===== config.mk =====
export PLATFORM = sky130hd
export DESIGN_NAME = fp_register_format_classifier
export DESIGN_NICKNAME = d
export VERILOG_FILES = /design/src/hw/fp_reg_pkg.sv /design/src/hw/fp_mem_to_reg.sv /design/src/hw/fp_register_format_classifier.sv
export SDC_FILE = /design/constraint.sdc
export NUM_CORES = 1
export LEC_CHECK = 0
export BUFFER_PORTS_ARGS = -buffer_cell sky130_fd_sc_hd__buf_4
export CORE_AREA = 2 2 268 270
export CTS_CLUSTER_DIAMETER = 80
export DETAILED_ROUTE_END_ITERATION = 12
export DIE_AREA = 0 0 270 272
export GPL_TIMING_DRIVEN = 1
export PLACE_DENSITY_LB_ADDON = 0.25
export SLEW_MARGIN = 20
export SYNTH_ARGS = -nofsm -noshare
export SYNTH_HDL_FRONTEND = slang
export SYNTH_SLANG_ARGS = --single-unit

===== constraint.sdc =====
create_clock -name CLK_I -period 2.38 [get_ports CLK_I]
set_input_delay 0.476 -clock CLK_I [delete_from_list [all_inputs] [get_ports CLK_I]]
set_output_delay 0.476 -clock CLK_I [all_outputs]
set_load 0.01 [all_outputs]

===== src/hw/fp_reg_pkg.sv =====
package fp_reg_pkg;
   // ======================================
   // register format
   localparam int REG_W = 82;
   localparam int EXP_W = 17;
   localparam int SIG_W = 64;
   localparam int SIGN_BIT = 81;
   localparam int INT_BIT = 63;
   localparam int QUIET_BIT = 62;
   typedef logic [REG_W-1:0] freg_t;
   typedef logic [EXP_W-1:0] fexp_t;
   typedef logic [SIG_W-1:0] fsig_t;
   localparam fexp_t EXP_ZERO = 17'h00000;
   localparam fexp_t EXP_ONES = 17'h1ffff;
   localparam fexp_t EXP_BIAS = 17'h0ffff;
   localparam fexp_t EXP_MIN = 17'h00001;
   localparam fexp_t EXP_MAXF = 17'h1fffe;
   localparam fexp_t EXP_PZMAX = 17'h1fffd;
   localparam fexp_t EXP_INT = 17'h1003e;
   localparam fexp_t EXP_DE_LO = 17'h0c001;
   localparam fexp_t EXP_DE_HI = 17'h13ffe;
   localparam fexp_t EXP_SG_LO = 17'h0ff81;
   localparam fexp_t EXP_SG_HI = 17'h1007e;
   localparam fexp_t EXP_DB_LO = 17'h0fc01;
   localparam fexp_t EXP_DB_HI = 17'h103fe;
   localparam int DENORM_POW = -16382;
   localparam fsig_t SIG_INT_ONLY = 64'h8000000000000000;
   localparam fsig_t SG_LOW_MASK = 64'h000000ffffffffff;
   localparam fsig_t DB_LOW_MASK = 64'h00000000000007ff;
   // ======================================
   // memory formats
   localparam int SG_W = 32;
   localparam int DB_W = 64;
   localparam int DE_W = 80;
   localparam int SG_EW = 8;
   localparam int SG_FW = 23;
   localparam int DB_EW = 11;
   localparam int DB_FW = 52;
   localparam int DE_EW = 15;
   localparam int DE_FW = 64;
   localparam fexp_t SG_BIAS = 17'h0007f;
   localparam fexp_t DB_BIAS = 17'h003ff;
   localparam fexp_t DE_BIAS = 17'h03fff;
   // ======================================
   // constant registers
   localparam freg_t FREG0_VAL = 82'h0;
   localparam freg_t FREG1_VAL = {1'b0, 17'h0ffff, 64'h8000000000000000};
   // ======================================
   // memory format select
   typedef enum logic [1:0] {
      MEM_SG = 2'h0,
      MEM_DB = 2'h1,
      MEM_DE = 2'h3
   } mem_fmt_e;
endpackage : fp_reg_pkg


===== src/hw/fp_mem_to_reg.sv =====
`timescale 1ns/1ps
module fp_mem_to_reg (
   input wire logic [79:0] mem_i,
   input wire fp_reg_pkg::mem_fmt_e fmt_i,
   output logic [81:0] reg_o
);
   import fp_reg_pkg::*;
   // ======================================
   // field extraction
   logic s_sg, s_db, s_de;
   logic [SG_EW-1:0] e_sg;
   logic [DB_EW-1:0] e_db;
   logic [DE_EW-1:0] e_de;
   assign s_sg = mem_i[SG_W-1];
   assign e_sg = mem_i[SG_W-2 -: SG_EW];
   assign s_db = mem_i[DB_W-1];
   assign e_db = mem_i[DB_W-2 -: DB_EW];
   assign s_de = mem_i[DE_W-1];
   assign e_de = mem_i[DE_W-2 -: DE_EW];
   fsig_t g_sg, g_db, g_de;
   assign g_sg = {(e_sg != '0), mem_i[SG_FW-1:0], 40'h0};
   assign g_db = {(e_db != '0), mem_i[DB_FW-1:0], 11'h0};
   assign g_de = mem_i[DE_FW-1:0];
   // rebias; zero exponent maps onto the format's denormal exponent, or onto exponent zero when the fraction is zero
   function automatic fexp_t rebias(input fexp_t e, input fexp_t b, input fexp_t emax,
                                    input logic zero_sig);
      fexp_t r;
      r = EXP_BIAS - b + e;
      if (e == EXP_ZERO) r = zero_sig ? EXP_ZERO : (EXP_BIAS - b + 17'h00001);
      if (e == emax) r = EXP_ONES;
      return r;
   endfunction : rebias
   fexp_t x_sg, x_db, x_de;
   assign x_sg = rebias({9'h0, e_sg}, SG_BIAS, 17'h000ff, mem_i[SG_FW-1:0] == '0);
   assign x_db = rebias({6'h0, e_db}, DB_BIAS, 17'h007ff, mem_i[DB_FW-1:0] == '0);
   // de denormals keep exponent zero, as the register format reads them directly
   assign x_de = (e_de == '0) ? EXP_ZERO : rebias({2'h0, e_de}, DE_BIAS, 17'h07fff, 1'b0);
   assign reg_o = (fmt_i == MEM_SG) ? {s_sg, x_sg, g_sg} :
                  (fmt_i == MEM_DB) ? {s_db, x_db, g_db} : {s_de, x_de, g_de};
endmodule : fp_mem_to_reg


===== src/hw/fp_register_format_classifier.sv =====
`timescale 1ns/1ps
module fp_register_format_classifier (
   input wire logic CLK_I,
   input wire logic RST_I,
   input wire logic [81:0] VALUE_I,
   input wire logic [6:0] FLOAT_REGISTER_IDX_I,
   input wire logic [79:0] MEM_I,
   input wire fp_reg_pkg::mem_fmt_e MEM_FMT_I,
   input wire logic [81:0] RESULT_I,
   output logic [81:0] CONST_VALUE_O,
   output logic CONST_HIT_O,
   output logic [81:0] MEM_REG_O,
   output logic [81:0] RESULT_O,
   output logic NEG_O,
   output logic [16:0] EXP_O,
   output logic [63:0] SIG_O,
   output logic [17:0] TRUE_EXP_O,
   output logic IS_NAN_O,
   output logic IS_QNAN_O,
   output logic IS_SNAN_O,
   output logic IS_INF_O,
   output logic IS_PSEUDO_NAN_O,
   output logic IS_PSEUDO_INF_O,
   output logic IS_ZERO_O,
   output logic IS_DENORM_O,
   output logic IS_PSEUDO_DENORM_O,
   output logic IS_NORMAL_O,
   output logic IS_UNNORMAL_O,
   output logic IS_PSEUDO_ZERO_O,
   output logic IS_NATVAL_O,
   output logic IS_CANON_INT_O,
   output logic IS_LARGE_INT_O,
   output logic IS_INT_INDEF_O,
   output logic IS_QNAN_INDEF_O,
   output logic IN_DE_RANGE_O,
   output logic IS_DE_PSEUDO_EQ_O,
   output logic IS_SG_NORMAL_O,
   output logic IS_SG_DENORM_O,
   output logic IS_DB_NORMAL_O,
   output logic IS_DB_DENORM_O,
   output logic [31:0] PAIR_HI_O,
   output logic [31:0] PAIR_LO_O
);
   import fp_reg_pkg::*;
   // ======================================
   // field split
   logic sgn;
   fexp_t ex;
   fsig_t sg;
   logic ib, qb, frac_nz, sig_nz;
   assign sgn = VALUE_I[SIGN_BIT];
   assign ex = VALUE_I[SIGN_BIT-1 -: EXP_W];
   assign sg = VALUE_I[SIG_W-1:0];
   assign ib = sg[INT_BIT];
   assign qb = sg[QUIET_BIT];
   assign frac_nz = (sg[INT_BIT-1:0] != '0);
   assign sig_nz = (sg != '0);

   function automatic logic in_rng(input fexp_t e, input fexp_t lo, input fexp_t hi);
      return (e >= lo) && (e <= hi);
   endfunction : in_rng

   // ======================================
   // exponent decode
   logic ex_ones, ex_zero, ex_fin;
   assign ex_ones = (ex == EXP_ONES);
   assign ex_zero = (ex == EXP_ZERO);
   assign ex_fin = in_rng(ex, EXP_MIN, EXP_MAXF);
   // true power of two; zero exponent uses the denormal power
   logic [17:0] true_exp;
   assign true_exp = ex_zero ? 18'(DENORM_POW) : ({1'b0, ex} - {1'b0, EXP_BIAS});

   // ======================================
   // classes
   logic c_inf, c_qnan, c_snan, c_pnan, c_pinf;
   assign c_inf = ex_ones & ib & ~frac_nz;
   assign c_qnan = ex_ones & ib & qb;
   assign c_snan = ex_ones & ib & ~qb & frac_nz;
   assign c_pnan = ex_ones & ~ib & frac_nz;
   assign c_pinf = ex_ones & ~sig_nz;
   logic c_zero, c_den, c_pden;
   assign c_zero = ex_zero & ~sig_nz;
   assign c_den = ex_zero & sig_nz & ~ib;
   assign c_pden = ex_zero & ib;
   logic c_norm, c_pz, c_natval, c_unn;
   assign c_norm = ex_fin & ib;
   // pseudo-zeros count as unnormals, never as zeros
   assign c_pz = ~sig_nz & (in_rng(ex, EXP_MIN, EXP_PZMAX) | ((ex == EXP_MAXF) & sgn));
   assign c_natval = ~sig_nz & (ex == EXP_MAXF) & ~sgn;
   assign c_unn = (ex_fin & ~ib & sig_nz) | c_pz | c_pden;
   logic c_cint, c_lint, c_iind;
   assign c_cint = (ex == EXP_INT) & ~sgn;
   assign c_lint = c_cint & ib;
   assign c_iind = c_cint & (sg == SIG_INT_ONLY);
   logic c_de_rng, c_de_eq;
   assign c_de_rng = ib & in_rng(ex, EXP_DE_LO, EXP_DE_HI);
   assign c_de_eq = ib & (ex == EXP_DE_LO);
   logic sg_low0, db_low0;
   assign sg_low0 = ((sg & SG_LOW_MASK) == '0);
   assign db_low0 = ((sg & DB_LOW_MASK) == '0);
   logic c_sgn, c_sgd, c_dbn, c_dbd;
   assign c_sgn = sg_low0 & ib & in_rng(ex, EXP_SG_LO, EXP_SG_HI);
   assign c_sgd = sg_low0 & ~ib & sig_nz & (ex == EXP_SG_LO);
   assign c_dbn = db_low0 & ib & in_rng(ex, EXP_DB_LO, EXP_DB_HI);
   assign c_dbd = db_low0 & ~ib & sig_nz & (ex == EXP_DB_LO);

   // ======================================
   // constant registers
   logic hit0, hit1;
   assign hit0 = (FLOAT_REGISTER_IDX_I == 7'h00);
   assign hit1 = (FLOAT_REGISTER_IDX_I == 7'h01);
   // one fixed value for every consumer, paired or integer alike
   freg_t cval;
   assign cval = hit1 ? FREG1_VAL : FREG0_VAL;

   // ======================================
   // result canonicalisation
   // pseudo encodings are accepted as operands but never written back
   logic r_s, r_ib, r_fnz;
   fexp_t r_e;
   fsig_t r_g;
   assign r_s = RESULT_I[SIGN_BIT];
   assign r_e = RESULT_I[SIGN_BIT-1 -: EXP_W];
   assign r_g = RESULT_I[SIG_W-1:0];
   assign r_ib = r_g[INT_BIT];
   assign r_fnz = (r_g[INT_BIT-1:0] != '0);
   logic r_pnan, r_pinf, r_pz, r_pden, r_de_den;
   assign r_pnan = (r_e == EXP_ONES) & ~r_ib & r_fnz;
   assign r_pinf = (r_e == EXP_ONES) & (r_g == '0);
   assign r_pz = (r_g == '0) & (in_rng(r_e, EXP_MIN, EXP_PZMAX) | ((r_e == EXP_MAXF) & r_s));
   assign r_pden = (r_e == EXP_ZERO) & r_ib;
   assign r_de_den = (r_e == EXP_DE_LO) & ~r_ib & r_fnz;
   freg_t res_fix;
   assign res_fix = r_pnan ? {r_s, EXP_ONES, r_g | SIG_INT_ONLY | (SIG_INT_ONLY >> 1)} :
                    r_pinf ? {r_s, EXP_ONES, SIG_INT_ONLY} :
                    r_pz ? {r_s, EXP_ZERO, 64'h0} :
                    r_pden ? {r_s, EXP_DE_LO, r_g} :
                    r_de_den ? {r_s, EXP_ZERO, r_g} :
                    RESULT_I;

   // ======================================
   // memory conversion
   freg_t mem_reg;
   fp_mem_to_reg u_mem (
      .mem_i(MEM_I),
      .fmt_i(MEM_FMT_I),
      .reg_o(mem_reg)
   );

   // ======================================
   // registered outputs
   // one pipeline stage keeps data outputs on flip-flops; adds a cycle of latency
   always_ff @(posedge CLK_I) begin
      if (RST_I) begin
         CONST_VALUE_O <= '0;
         CONST_HIT_O <= 1'b0;
         MEM_REG_O <= '0;
         RESULT_O <= '0;
         NEG_O <= 1'b0;
         EXP_O <= '0;
         SIG_O <= '0;
         TRUE_EXP_O <= '0;
         PAIR_HI_O <= '0;
         PAIR_LO_O <= '0;
      end else begin
         CONST_VALUE_O <= cval;
         CONST_HIT_O <= hit0 | hit1;
         MEM_REG_O <= mem_reg;
         RESULT_O <= res_fix;
         NEG_O <= sgn;
         EXP_O <= ex;
         SIG_O <= sg;
         TRUE_EXP_O <= true_exp;
         PAIR_HI_O <= sg[SIG_W-1 -: SG_W];
         PAIR_LO_O <= sg[SG_W-1:0];
      end
   end

   always_ff @(posedge CLK_I) begin
      if (RST_I) begin
         IS_NAN_O <= 1'b0;
         IS_QNAN_O <= 1'b0;
         IS_SNAN_O <= 1'b0;
         IS_INF_O <= 1'b0;
         IS_PSEUDO_NAN_O <= 1'b0;
         IS_PSEUDO_INF_O <= 1'b0;
         IS_ZERO_O <= 1'b0;
         IS_DENORM_O <= 1'b0;
         IS_PSEUDO_DENORM_O <= 1'b0;
         IS_NORMAL_O <= 1'b0;
         IS_UNNORMAL_O <= 1'b0;
         IS_PSEUDO_ZERO_O <= 1'b0;
         IS_NATVAL_O <= 1'b0;
      end else begin
         IS_NAN_O <= c_qnan | c_snan;
         IS_QNAN_O <= c_qnan;
         IS_SNAN_O <= c_snan;
         IS_INF_O <= c_inf;
         IS_PSEUDO_NAN_O <= c_pnan;
         IS_PSEUDO_INF_O <= c_pinf;
         IS_ZERO_O <= c_zero;
         IS_DENORM_O <= c_den;
         IS_PSEUDO_DENORM_O <= c_pden;
         IS_NORMAL_O <= c_norm;
         IS_UNNORMAL_O <= c_unn;
         IS_PSEUDO_ZERO_O <= c_pz;
         IS_NATVAL_O <= c_natval;
      end
   end

   always_ff @(posedge CLK_I) begin
      if (RST_I) begin
         IS_CANON_INT_O <= 1'b0;
         IS_LARGE_INT_O <= 1'b0;
         IS_INT_INDEF_O <= 1'b0;
         IS_QNAN_INDEF_O <= 1'b0;
         IN_DE_RANGE_O <= 1'b0;
         IS_DE_PSEUDO_EQ_O <= 1'b0;
         IS_SG_NORMAL_O <= 1'b0;
         IS_SG_DENORM_O <= 1'b0;
         IS_DB_NORMAL_O <= 1'b0;
         IS_DB_DENORM_O <= 1'b0;
      end else begin
         IS_CANON_INT_O <= c_cint;
         IS_LARGE_INT_O <= c_lint;
         IS_INT_INDEF_O <= c_iind;
         IS_QNAN_INDEF_O <= c_qnan & sgn & (sg == (SIG_INT_ONLY | (SIG_INT_ONLY >> 1)));
         IN_DE_RANGE_O <= c_de_rng;
         IS_DE_PSEUDO_EQ_O <= c_de_eq;
         IS_SG_NORMAL_O <= c_sgn;
         IS_SG_DENORM_O <= c_sgd;
         IS_DB_NORMAL_O <= c_dbn;
         IS_DB_DENORM_O <= c_dbd;
      end
   end
   // rounding method and fused/min/max arithmetic live in the execution units
   // that consume these flags; this stage only classifies operands, supplies the constant registers, converts memory formats and canonicalises results.
endmodule : fp_register_format_classifier


[Word level (Yosys, flattened, before mapping)]
Index checks and enable logic that the tools add are counted.
Operators by class
  reduce and logical (&&, ||, !) cells: 26
  order comparisons: 11
  add/sub/neg operators: 4
  bitwise operators: 56
  equality and inequality tests: 16
  multiplexer cells: 17
Operators by type and width (count)
  2-to-1 mux 81 bit: 5
  logical NOT 64 bit: 3
  2-to-1 mux 82 bit: 2
  equality test 64 bit, second input constant: 2
  nonzero test 63 bit: 2
  <= comparator 17 bit, second input constant: 6
  2-to-1 mux 17 bit: 6
  equality test 17 bit, second input constant: 5
  2-to-1 mux 80 bit: 1
  equality test 17 x 16 -> 1 bit, second input constant: 4
  nonzero test 64 bit: 1
  logical NOT 52 bit: 1
  >= comparator 17 x 16 -> 1 bit, second input constant: 3
  bitwise AND 1 bit: 44
  >= comparator 17 x 1 -> 1 bit, second input constant: 2
  logical NOT 17 bit: 2
  2-to-1 mux 16 bit: 2
  logical NOT 23 bit: 1
  2-to-1 mux 18 bit: 1
  subtractor 17 x 16 -> 18 bit, second input constant: 1
  adder 16 x 11 -> 17 bit, first input constant: 1
  adder 16 x 15 -> 17 bit, first input constant: 1
  adder 16 x 8 -> 17 bit, first input constant: 1
  equality test 15 bit, second input constant: 1
  16 further kinds: 32
Storage, ports and cells
  output and inout port bits: 434
  word-level logic and storage cells: 166
  register bits: 434
  input bits: 255

[Logic depth before layout (Yosys ltp)]
Gate-level depths: netlist (run 1).
  depth after elaboration: 8
  mapped depth: 8
  depth with buffers taken out: 8

[Modules after synthesis]
A second synthesis (run 1) with hierarchy kept.
Unflattened totals
  cells, all modules: 1243
  area, all modules: 11594.9 um^2
Modules (own cells, without submodules)
  fp_register_format_classifier: sequential area each 5785.5 um^2, area each 9943.3 um^2, cells each 939, times used 1
  fp_mem_to_reg: sequential area each 0.0 um^2, area each 1651.6 um^2, cells each 304, times used 1

[Worst setup path after synthesis (run 1)]
OpenSTA, ideal clock, no wires.
  kind: in2reg
  start point: in VALUE_I[66]
  end point: reg IS_SG_NORMAL_O
  library setup time: 0.128 ns
  slack: 0.454 ns
  stages on the path: 6
  arrival: 1.798 ns
  required time: 2.252 ns
  path buffers: 1
  cell sequence: buf_2 -> or4_1 -> or3_1 -> nor3b_1 -> a31oi_1 -> nor3_1
Between the ends
  cells in the longest elaborated chain, start to end: 3
  elaborated cells between the ends (all ways): 4
  those cells by class: order compare: 2; bitwise: 1; reduce/logical: 1
RTL lines
  from (decl): line fp_register_format_classifier.sv:5  | input wire logic [81:0] VALUE_I,
  >= comparator 17 x 16 -> 1 bit / <= comparator 17 bit (equally long branches): line fp_register_format_classifier.sv:60  | return (e >= lo) && (e <= hi);
  logical AND 1 bit (*): line fp_register_format_classifier.sv:60
  bitwise AND 1 bit (*): line fp_register_format_classifier.sv:102  | assign c_sgn = sg_low0 & ib & in_rng(ex, EXP_SG_LO, EXP_SG_HI);
  to (signal assigned): line fp_register_format_classifier.sv:230  | IS_SG_NORMAL_O <= c_sgn;
  to (decl): line fp_register_format_classifier.sv:37  | output logic IS_SG_NORMAL_O,
Mark *: on every way between the ends. The rest lies on a longest branch, timed or not.
A chain may end at the register's enable or synchronous reset.

[Worst setup path after layout (run 1)]
  start point: in RESULT_I[55]
  end point: reg RESULT_O[66]
Between the ends
  cells in the longest elaborated chain, start to end: 7
  elaborated cells between the ends (all ways): 11
  those cells by class: mux: 5; bitwise: 4; reduce/logical: 2
RTL lines
  from (decl): line fp_register_format_classifier.sv:9  | input wire logic [81:0] RESULT_I,
  nonzero test 63 bit: line fp_register_format_classifier.sv:126  | assign r_fnz = (r_g[INT_BIT-1:0] != '0);
  bitwise AND 1 bit: line fp_register_format_classifier.sv:132  | assign r_de_den = (r_e == EXP_DE_LO) & ~r_ib & r_fnz;
  2-to-1 mux 81 bit: line fp_register_format_classifier.sv:138  | r_de_den ? {r_s, EXP_ZERO, r_g} :
  2-to-1 mux 81 bit: line fp_register_format_classifier.sv:137  | r_pden ? {r_s, EXP_DE_LO, r_g} :
  2-to-1 mux 81 bit: line fp_register_format_classifier.sv:136  | r_pz ? {r_s, EXP_ZERO, 64'h0} :
  2-to-1 mux 81 bit: line fp_register_format_classifier.sv:135  | r_pinf ? {r_s, EXP_ONES, SIG_INT_ONLY} :
  2-to-1 mux 81 bit (*): line fp_register_format_classifier.sv:134  | assign res_fix = r_pnan ? {r_s, EXP_ONES, r_g | SIG_INT_ONLY | (SIG_INT_ONLY >> 1)} :
  to (signal assigned): line fp_register_format_classifier.sv:169  | RESULT_O <= res_fix;
  to (decl): line fp_register_format_classifier.sv:13  | output logic [81:0] RESULT_O,
Marked as above.

==> results of run 1 <==
==> flip-flops by register name (all words and copies together) (netlist names), 17 cells and up <==
signal and flops:
TRUE_EXP_O 18, RESULT_O 82, EXP_O 17, SIG_O 64, MEM_REG_O 81
==> stage by stage <==
stage / worst slack (ns) / total power, mW / instance area, sq um / util (%)
after global routing: 0.0793 / 13.3 / 17500 / 24.8
after CTS: 0.188 / 13.0 / 17500 / 24.8
after detailed placement: -0.393 / 7.16 / 16300 / 23.0
after floorplan: 0.454 / 6.04 / 11200 / -
after global placement: -0.481 / 7.16 / 16300 / 23.0
final: 0.104 / 12.8 / 17500 / 24.8
==> synth_stat cells (3+ instances only) <==
library cell	count	share of area, %
a211oi_1	9	0.62
a21boi_0	3	0.21
a21oi_1	71	3.2
a22oi_1	8	0.55
and2_1	28	1.6
and3_1	3	0.17
buf_1	5	0.17
buf_2	5	0.23
buf_4	147	10
clkbuf_1	41	1.4
dfxtp_1	288	53
ha_1	5	0.57
inv_1	12	0.41
mux2i_1	28	2.6
nand2_1	76	2.6
nand2b_1	4	0.23
nand3_1	13	0.59
nand4_1	25	1.4
nor2_1	111	3.8
nor2b_1	143	8.2
nor3_1	19	0.87
nor3b_1	3	0.21
nor4_1	59	3.4
o21ai_0	5	0.23
or2_2	4	0.23
or3_1	8	0.46
or4_1	3	0.21
xnor2_1	10	0.80
xor2_1	3	0.24
==> metal layers <==
metal	wire length [microns]	up-vias
li1	-	4873
met1	20600	4858
met2	26500	558
met3	5200	61
met4	1200	8
met5	51	-
==> cells by family (layout without fill, tap and decap cells) <==
| group | Yosys count | in the layout | synth area share (%) |
|---|---|---|---|
| AOI/OAI and AO/OA | 110 | 110 | 6.05 |
| xor gates and xnor gates | 13 | 13 | 1.04 |
| adders and majority gates | 5 | 5 | 0.570 |
| buffers and inverters | 212 | 761 | 12.4 |
| DFF | 288 | 288 | 52.5 |
| muxes | 28 | 28 | 2.55 |
| other | 1 | 66 | 0.0342 |
| and+or+nand+nor | 509 | 509 | 24.8 |
==> power by group <==
group,switching [mW],internal [mW]
clock,2.24,3.48
sequential,0.120,5.08
combinational,0.960,0.880
total,3.32,9.44
==> critical path, stage by stage <==
cell and delay [ns]:
buf_4 0.11, nor4_1 0.61, buf_4 0.21, nand4_1 0.06
nor4_1 0.50, buf_4 0.22, a31oi_2 0.17, buf_12 0.19
and2_1 0.15
==> final cells by class <==
class	instances	area, sq um	share of cell area, %
antenna	1	2.50	0.0143
clock buffer	56	1120	6.39
clock inverter	11	120	0.685
inverter	12	45.0	0.257
multi-input combinational	730	4090	23.3
sequential	288	5770	32.9
tap	950	1190	6.78
timing repair buffer	682	5200	29.6
==> worst min path at each step <==
stage | cells past startpoint | from | endpoint
after global routing | 2 | FLOAT_REGISTER_IDX_I[1] | CONST_HIT_O$_SDFF_PP0_
after global placement | 2 | FLOAT_REGISTER_IDX_I[2] | CONST_HIT_O$_SDFF_PP0_
final | 2 | FLOAT_REGISTER_IDX_I[1] | CONST_HIT_O$_SDFF_PP0_
after floorplan | 1 | VALUE_I[64] | TRUE_EXP_O[0]$_SDFF_PP0_
after CTS | 2 | FLOAT_REGISTER_IDX_I[1] | CONST_HIT_O$_SDFF_PP0_
after detailed placement | 2 | FLOAT_REGISTER_IDX_I[1] | CONST_HIT_O$_SDFF_PP0_
==> flow_summary.ini, run 1 <==
[run_status]
status = finished clean

[floorplanning]
coreArea_sq_um = 70800
io_pins = 689
initial_utilization_pct = 15.5
fp.dieArea_sq_um = 73400
die_h_microns = 272
die_w_microns = 270
row_count = 98

[critical_path]
path_max_fanout = 12
crit_path_end_kind = register
cp.required_ns = 2.81
crit_start = RESULT_I[55]
crit_end = RESULT_O[66]$_SDFF_PP0_
worstSetupPathType = input port to register
critical_path_arrival_ns = 2.71
startpoint_type = input port

[timing]
max_freq_mhz = 439
finalCritPeriodShare_pct = 95.6
slew_headroom_pct = 54.4
setup_viol = 0
setup-tns-final_ns = 0
slew_viol_final = 0
period_needed_ns = 2.28
worst_slew_pin_slew_ns = 0.678
rsz0062_at_grt = false
whs_ns = 0.101
hold_viol_final = 0

[clock_network]
cts_buffer_depth = 3
clock-sinks = 288
cts_root_buffer = clkbuf_16
holdBufCountCts = 0
clk_pin_slew_ns = 0.06
cts_resized = 0
cts_tree = built
h-tree-depth = 2
cts_setup_buffers = 0
cts_inserted_buffers = 38

[placement]
hpwl_microns = 44500
dp_cells = 2662
gp_congestion = 0.923
port-buffer-count = 623

[logic_synthesis]
netlist_area_sq_um = 11000
ys_seq_area_share_pct = 52.5
ys.flop_type = dfxtp_1
avgSynthCellArea_sq_um = 9.41
async_reset_ff_share_pct = 0
ys_seq_elements = 288
synth_cell_types = 52
synth_warnings = 0
syn_inst = 1166
synth_edf_count = 0

[drt]
vias_per_cell = 3.79
final_antenna_net_count = 0
dr.pass1.iters = 5
via_count = 10400
wire_per_inst_microns = 19.6
drt_iter0_markers = 617
routed_wl_microns = 53500
drc = 0

[cells_and_area]
layout-drive-gt1-share_pct = 42.3
mostFrequentLayoutCell = buf_4
layout_common_cells = buf_4 (675), dfxtp_1 (288), nor2b_1 (142), nor2_1 (111), nand2_1 (76)
stdcell_count = 2730
area_delta_synth_final_pct = 59.8
fillers = 7697
nNetsFinal = 2012

[global_routing]
grt_pass1_wl_microns = 74300
use_met3_pct = 5.25
grt_start_max_net_pins = 64
grt_pass1_vias = 10500
grt_util_met1_pct = 15.6
grt-busiest-layer = met2
antenna_found_initial = 5
grt_usage_pct = 13.8
grt-ovfl-total = 0
met2_usage_pct = 24.2

[pwr]
power_density_nw_per_um2 = 727
peakVddDrop_v = 0.000374
p_leak_nw = 7.98

[hold_path]
hp-class = input port to register

[flow_run]
cap_violations = 0
Power figures use the tool's default switching activity.
==> run 2, diff against run 1 <==
==> constraint.sdc (replaced) <==
create_clock -name CLK_I -period 2.15 [get_ports CLK_I]
set_input_delay 0.43 -clock CLK_I [delete_from_list [all_inputs] [get_ports CLK_I]]
set_output_delay 0.43 -clock CLK_I [all_outputs]
set_load 0.01 [all_outputs]
==> flow_summary.ini, run 2 (synthesis results as in run 1) <==
[floorplanning]
die_w_microns = 270
die_h_microns = 272
coreArea_sq_um = 70800
io_pins = 689
row_count = 98
initial_utilization_pct = 15.5
fp.dieArea_sq_um = 73400

[timing]
period_needed_ns = 1.96
slew_headroom_pct = 65.3
setup_ws_ns = 0.186
finalCritPeriodShare_pct = 91.3
whs_ns = 0.0722
rsz0062_at_grt = false
setup-tns-final_ns = 0
hold_viol_final = 0
setup_viol = 0
max_freq_mhz = 509
slew_viol_final = 0
worst_slew_pin_slew_ns = 0.520

[critical_path]
startpoint_type = input port
cp.required_ns = 2.59
crit_path_end_kind = register
path_max_fanout = 12
worstSetupPathType = input port to register
critical_path_arrival_ns = 2.40

[global_routing]
grt_pass1_wl_microns = 75600
grt-ovfl-total = 0
antenna_found_initial = 6
grt_pass1_vias = 10900
grt_usage_pct = 14.0
grt_start_max_net_pins = 52

[placement]
hpwl_microns = 45100
place_ws_ns = -0.568
placed_area_sq_um = 16700
dp_cells = 2718
port-buffer-count = 623
gp_congestion = 0.924

[drt]
dr.pass1.iters = 5
via_count = 10600
wire_per_inst_microns = 19.4
final_antenna_net_count = 0
drt_iter0_markers = 535
vias_per_cell = 3.79
routed_wl_microns = 54000
drc = 0

[cells_and_area]
reg_top3 = RESULT_O (82), MEM_REG_O (81), SIG_O (64)
layout_common_cells = buf_4 (734), dfxtp_1 (288), nor2b_1 (142), nor2_1 (111), nand2_1 (76)
layout-drive-gt1-share_pct = 44.3
nNetsFinal = 2070
stdcell_area_sq_um = 18000
top_register = RESULT_O
area_delta_synth_final_pct = 63.7
mostFrequentLayoutCell = buf_4
largest_reg_flops = 82
utilization_pct = 25.4
stdcell_count = 2789

[clock_network]
clock-sinks = 288
cts_tree = built
cts_buffer_depth = 3
cts_inserted_buffers = 38
cts_root_buffer = clkbuf_16
clk_pin_slew_ns = 0.06
h-tree-depth = 2

[pwr]
peakVddDrop_v = 0.000417
p_leak_nw = 8.25
power_mw = 14.3
power_density_nw_per_um2 = 793

[flow_run]
cap_violations = 0

[run_status]
status = finished clean

[hold_path]
hp-class = input port to register
==> run 2: what timing repair did <==
action                                  4_1_cts  5_1_grt
hold endpoints to repair                      1        0
endpoints found under the setup margin        0        1
hold buffers                                  2        0
resized for setup                             0        1
setup buffers                                 0        0
==> run 2: critical path, stage by stage <==
cell	delay, ns
buf_4	0.11
nor4_1	0.47
buf_4	0.21
nand4_1	0.07
nor4_1	0.40
buf_4	0.20
a31oi_2	0.14
buf_4	0.20
and2_1	0.16
==> run 2: per-layer routing <==
| metal | up-vias | GRT usage (%) | wire length, microns |
|---|---|---|---|
| li1 | 4993 | - | - |
| met1 | 4928 | 15.7 | 20800 |
| met2 | 571 | 24.2 | 26300 |
| met3 | 76 | 5.59 | 5450 |
| met4 | 6 | 4.24 | 1380 |
| met5 | - | 0 | 38 |
==> run 2: final cells by class <==
class,instances,area (sq um)
Clock inverter,18,204
Clock buffer,50,1060
Tap cell,950,1190
Sequential cell,288,5770
Inverter,12,45.0
Timing Repair Buffer,740,5600
Multi-Input combinational cell,730,4100
Antenna cell,1,2.50
Fill cell,7734,52800
==> run 2: final timing paths <==
path	startpoint	to	cells after the start
max	RESULT_I[55]	RESULT_O[69]$_SDFF_PP0_	9
min	FLOAT_REGISTER_IDX_I[0]	CONST_VALUE_O[78]$_SDFF_PP0_	2
==> run 2: power by group <==
part           switching, mW  leakage (nW)  internal, mW
Sequential             0.130          2.39          5.62
Clock                   2.56         0.611          3.85
Combinational           1.07          5.25          1.02
Total                   3.76          8.25          10.5
==> run 3, diff against run 2 <==
--- a/config.mk
+++ b/config.mk
@@ -5,7 +5,7 @@
 export SDC_FILE = /design/constraint.sdc
 export NUM_CORES = 1
 export LEC_CHECK = 0
-export BUFFER_PORTS_ARGS = -buffer_cell sky130_fd_sc_hd__buf_4
+export BUFFER_PORTS_ARGS = -buffer_cell sky130_fd_sc_hd__buf_2
 export CORE_AREA = 2 2 268 270
 export CTS_CLUSTER_DIAMETER = 80
 export DETAILED_ROUTE_END_ITERATION = 12
==> flow_summary.ini, run 3 (synthesis results as in run 1) <==
[pwr]
power_density_nw_per_um2 = 832
peakVddDrop_v = 0.000451
p_leak_nw = 8.04

[cells_and_area]
top_register = RESULT_O
largest_reg_flops = 82
nNetsFinal = 2091
reg_top3 = RESULT_O (82), MEM_REG_O (81), SIG_O (64)
utilization_pct = 23.4
mostFrequentLayoutCell = buf_2
layout_common_cells = buf_2 (622), dfxtp_1 (288), nor2b_1 (142), buf_4 (130), nor2_1 (111)
area_delta_synth_final_pct = 51.0
layout-drive-gt1-share_pct = 44.8
fillers = 7928
stdcell_count = 2807

[timing]
slew_headroom_pct = 61.8
period_needed_ns = 2.02
worst_slew_pin_slew_ns = 0.570
hold_viol_final = 0
rsz0062_at_grt = false
slew_viol_final = 0
setup_viol = 0
max_freq_mhz = 495
finalCritPeriodShare_pct = 94.0

[hold_path]
min_from = FLOAT_REGISTER_IDX_I[0]
hold_path_depth = 2
hp-class = input port to register
holdPathEnd = CONST_VALUE_O[78]$_SDFF_PP0_

[floorplanning]
row_count = 98
coreArea_sq_um = 70800
die_w_microns = 270
die_h_microns = 272
fp.dieArea_sq_um = 73400
initial_utilization_pct = 15.5
io_pins = 689

[run_status]
status = finished clean

[critical_path]
crit_path_end_kind = register
worstSetupPathType = input port to register
path_max_fanout = 3
cp.required_ns = 2.60
critical_path_arrival_ns = 2.47
startpoint_type = input port

[drt]
final_antenna_net_count = 0
routed_wl_microns = 53300
route.met2.wl_microns = 25700
via_count = 10600
wire_per_inst_microns = 19.0
drc = 0
dr.pass1.iters = 5
drt_iter0_markers = 512
wl_met3_microns = 5490
wl_met1_microns = 20700
highest_layer = met5
vias_per_cell = 3.77

[placement]
port-buffer-count = 623
gp_congestion = 0.923
dp_cells = 2739
hpwl_microns = 44800

[clock_network]
cts_tree = built
clock-sinks = 288
h-tree-depth = 2
cts_buffer_depth = 3
cts_inserted_buffers = 38
clk_pin_slew_ns = 0.05
cts_root_buffer = clkbuf_16
cts_setup_buffers = 0

[global_routing]
grt_usage_pct = 13.8
grt_pass1_wl_microns = 74600
grt-ovfl-total = 0
grt_start_max_net_pins = 57
grt_pass1_vias = 10800
antenna_found_initial = 13

[flow_run]
cap_violations = 0
-- run 3: changes by cell type in the layout (fill, tap and decap cells not counted), sizes merged --
| cell | delta |
|---|---|
| bufinv | -1 |
| clkbuf | +1 |
| clkinvlp | -4 |
| buf | +21 |
| inv | -1 |
| diode | +2 |
-- run 3: where the power goes --
part	leakage (nW)	switching, mW	internal (mW)
logic	5.04	1.07	0.738
clock network	0.606	2.48	3.76
registers	2.39	0.116	5.62
total	8.04	3.67	10.1
-- run 3: final cells by class --
type / count / area [sq um] / share of cell area (%)
antenna: 3 / 7.51 / 0.0453
clock buffer: 51 / 1080 / 6.52
clock inverter: 12 / 139 / 0.838
inverter: 12 / 45.0 / 0.272
multi-input combinational: 730 / 4100 / 24.8
sequential: 288 / 5770 / 34.8
tap: 950 / 1190 / 7.18
timing repair buffer: 761 / 4240 / 25.6
-- run 3: timing repair --
item                                   in CTS  in global routing
hold buffers                                2                  0
resized for setup                           0                  1
setup endpoints to repair                   0                  6
endpoints found under the hold margin       1                  0
-- run 3: worst max-delay path by stage --
stage / start / end / slack [ns] / depth (start not counted)
global route: VALUE_I[1] / IS_SG_DENORM_O$_SDFF_PP0_ / 0.02 / 10
detailed placement: RESULT_I[55] / RESULT_O[70]$_SDFF_PP0_ / -0.48 / 9
global placement: VALUE_I[1] / IS_SG_NORMAL_O$_SDFF_PP0_ / -0.57 / 10
finish: VALUE_I[1] / IS_SG_NORMAL_O$_SDFF_PP0_ / 0.13 / 10
CTS: RESULT_I[55] / RESULT_O[70]$_SDFF_PP0_ / 0.1 / 9
floorplan: VALUE_I[66] / IS_SG_NORMAL_O$_SDFF_PP0_ / 0.27 / 6
-- run 3: per-layer routing --
layer | vias up | GRT usage (%)
li1 | 5029 | -
met1 | 4912 | 15.6
met2 | 556 | 23.8
met3 | 78 | 5.61
met4 | 8 | 4.23
met5 | - | 0
-- run 3: critical path, stage by stage --
cell	delay, ns
buf_2	0.10
nor4_1	0.37
buf_4	0.17
nand3_1	0.06
buf_4	0.14
buf_4	0.15
nor3_1	0.44
buf_4	0.22
nand3_1	0.14
nor3_1	0.26
-- run 3: through the flow --
stage	hold WS (ns)	cell area (sq um)	setup slack, ns	setup TNS, ns	total power [mW]
3_3_place_gp	0.600	15300	-0.569	-16.51	7.69
6_report	0.0852	16600	0.130	0	13.8
3_5_place_dp	0.607	15300	-0.484	-14.90	7.68
5_1_grt	0.0464	16600	0.0221	0	14.4
2_1_floorplan	0.502	11200	0.270	0	6.69
4_1_cts	0.0324	16600	0.0980	0	14.1
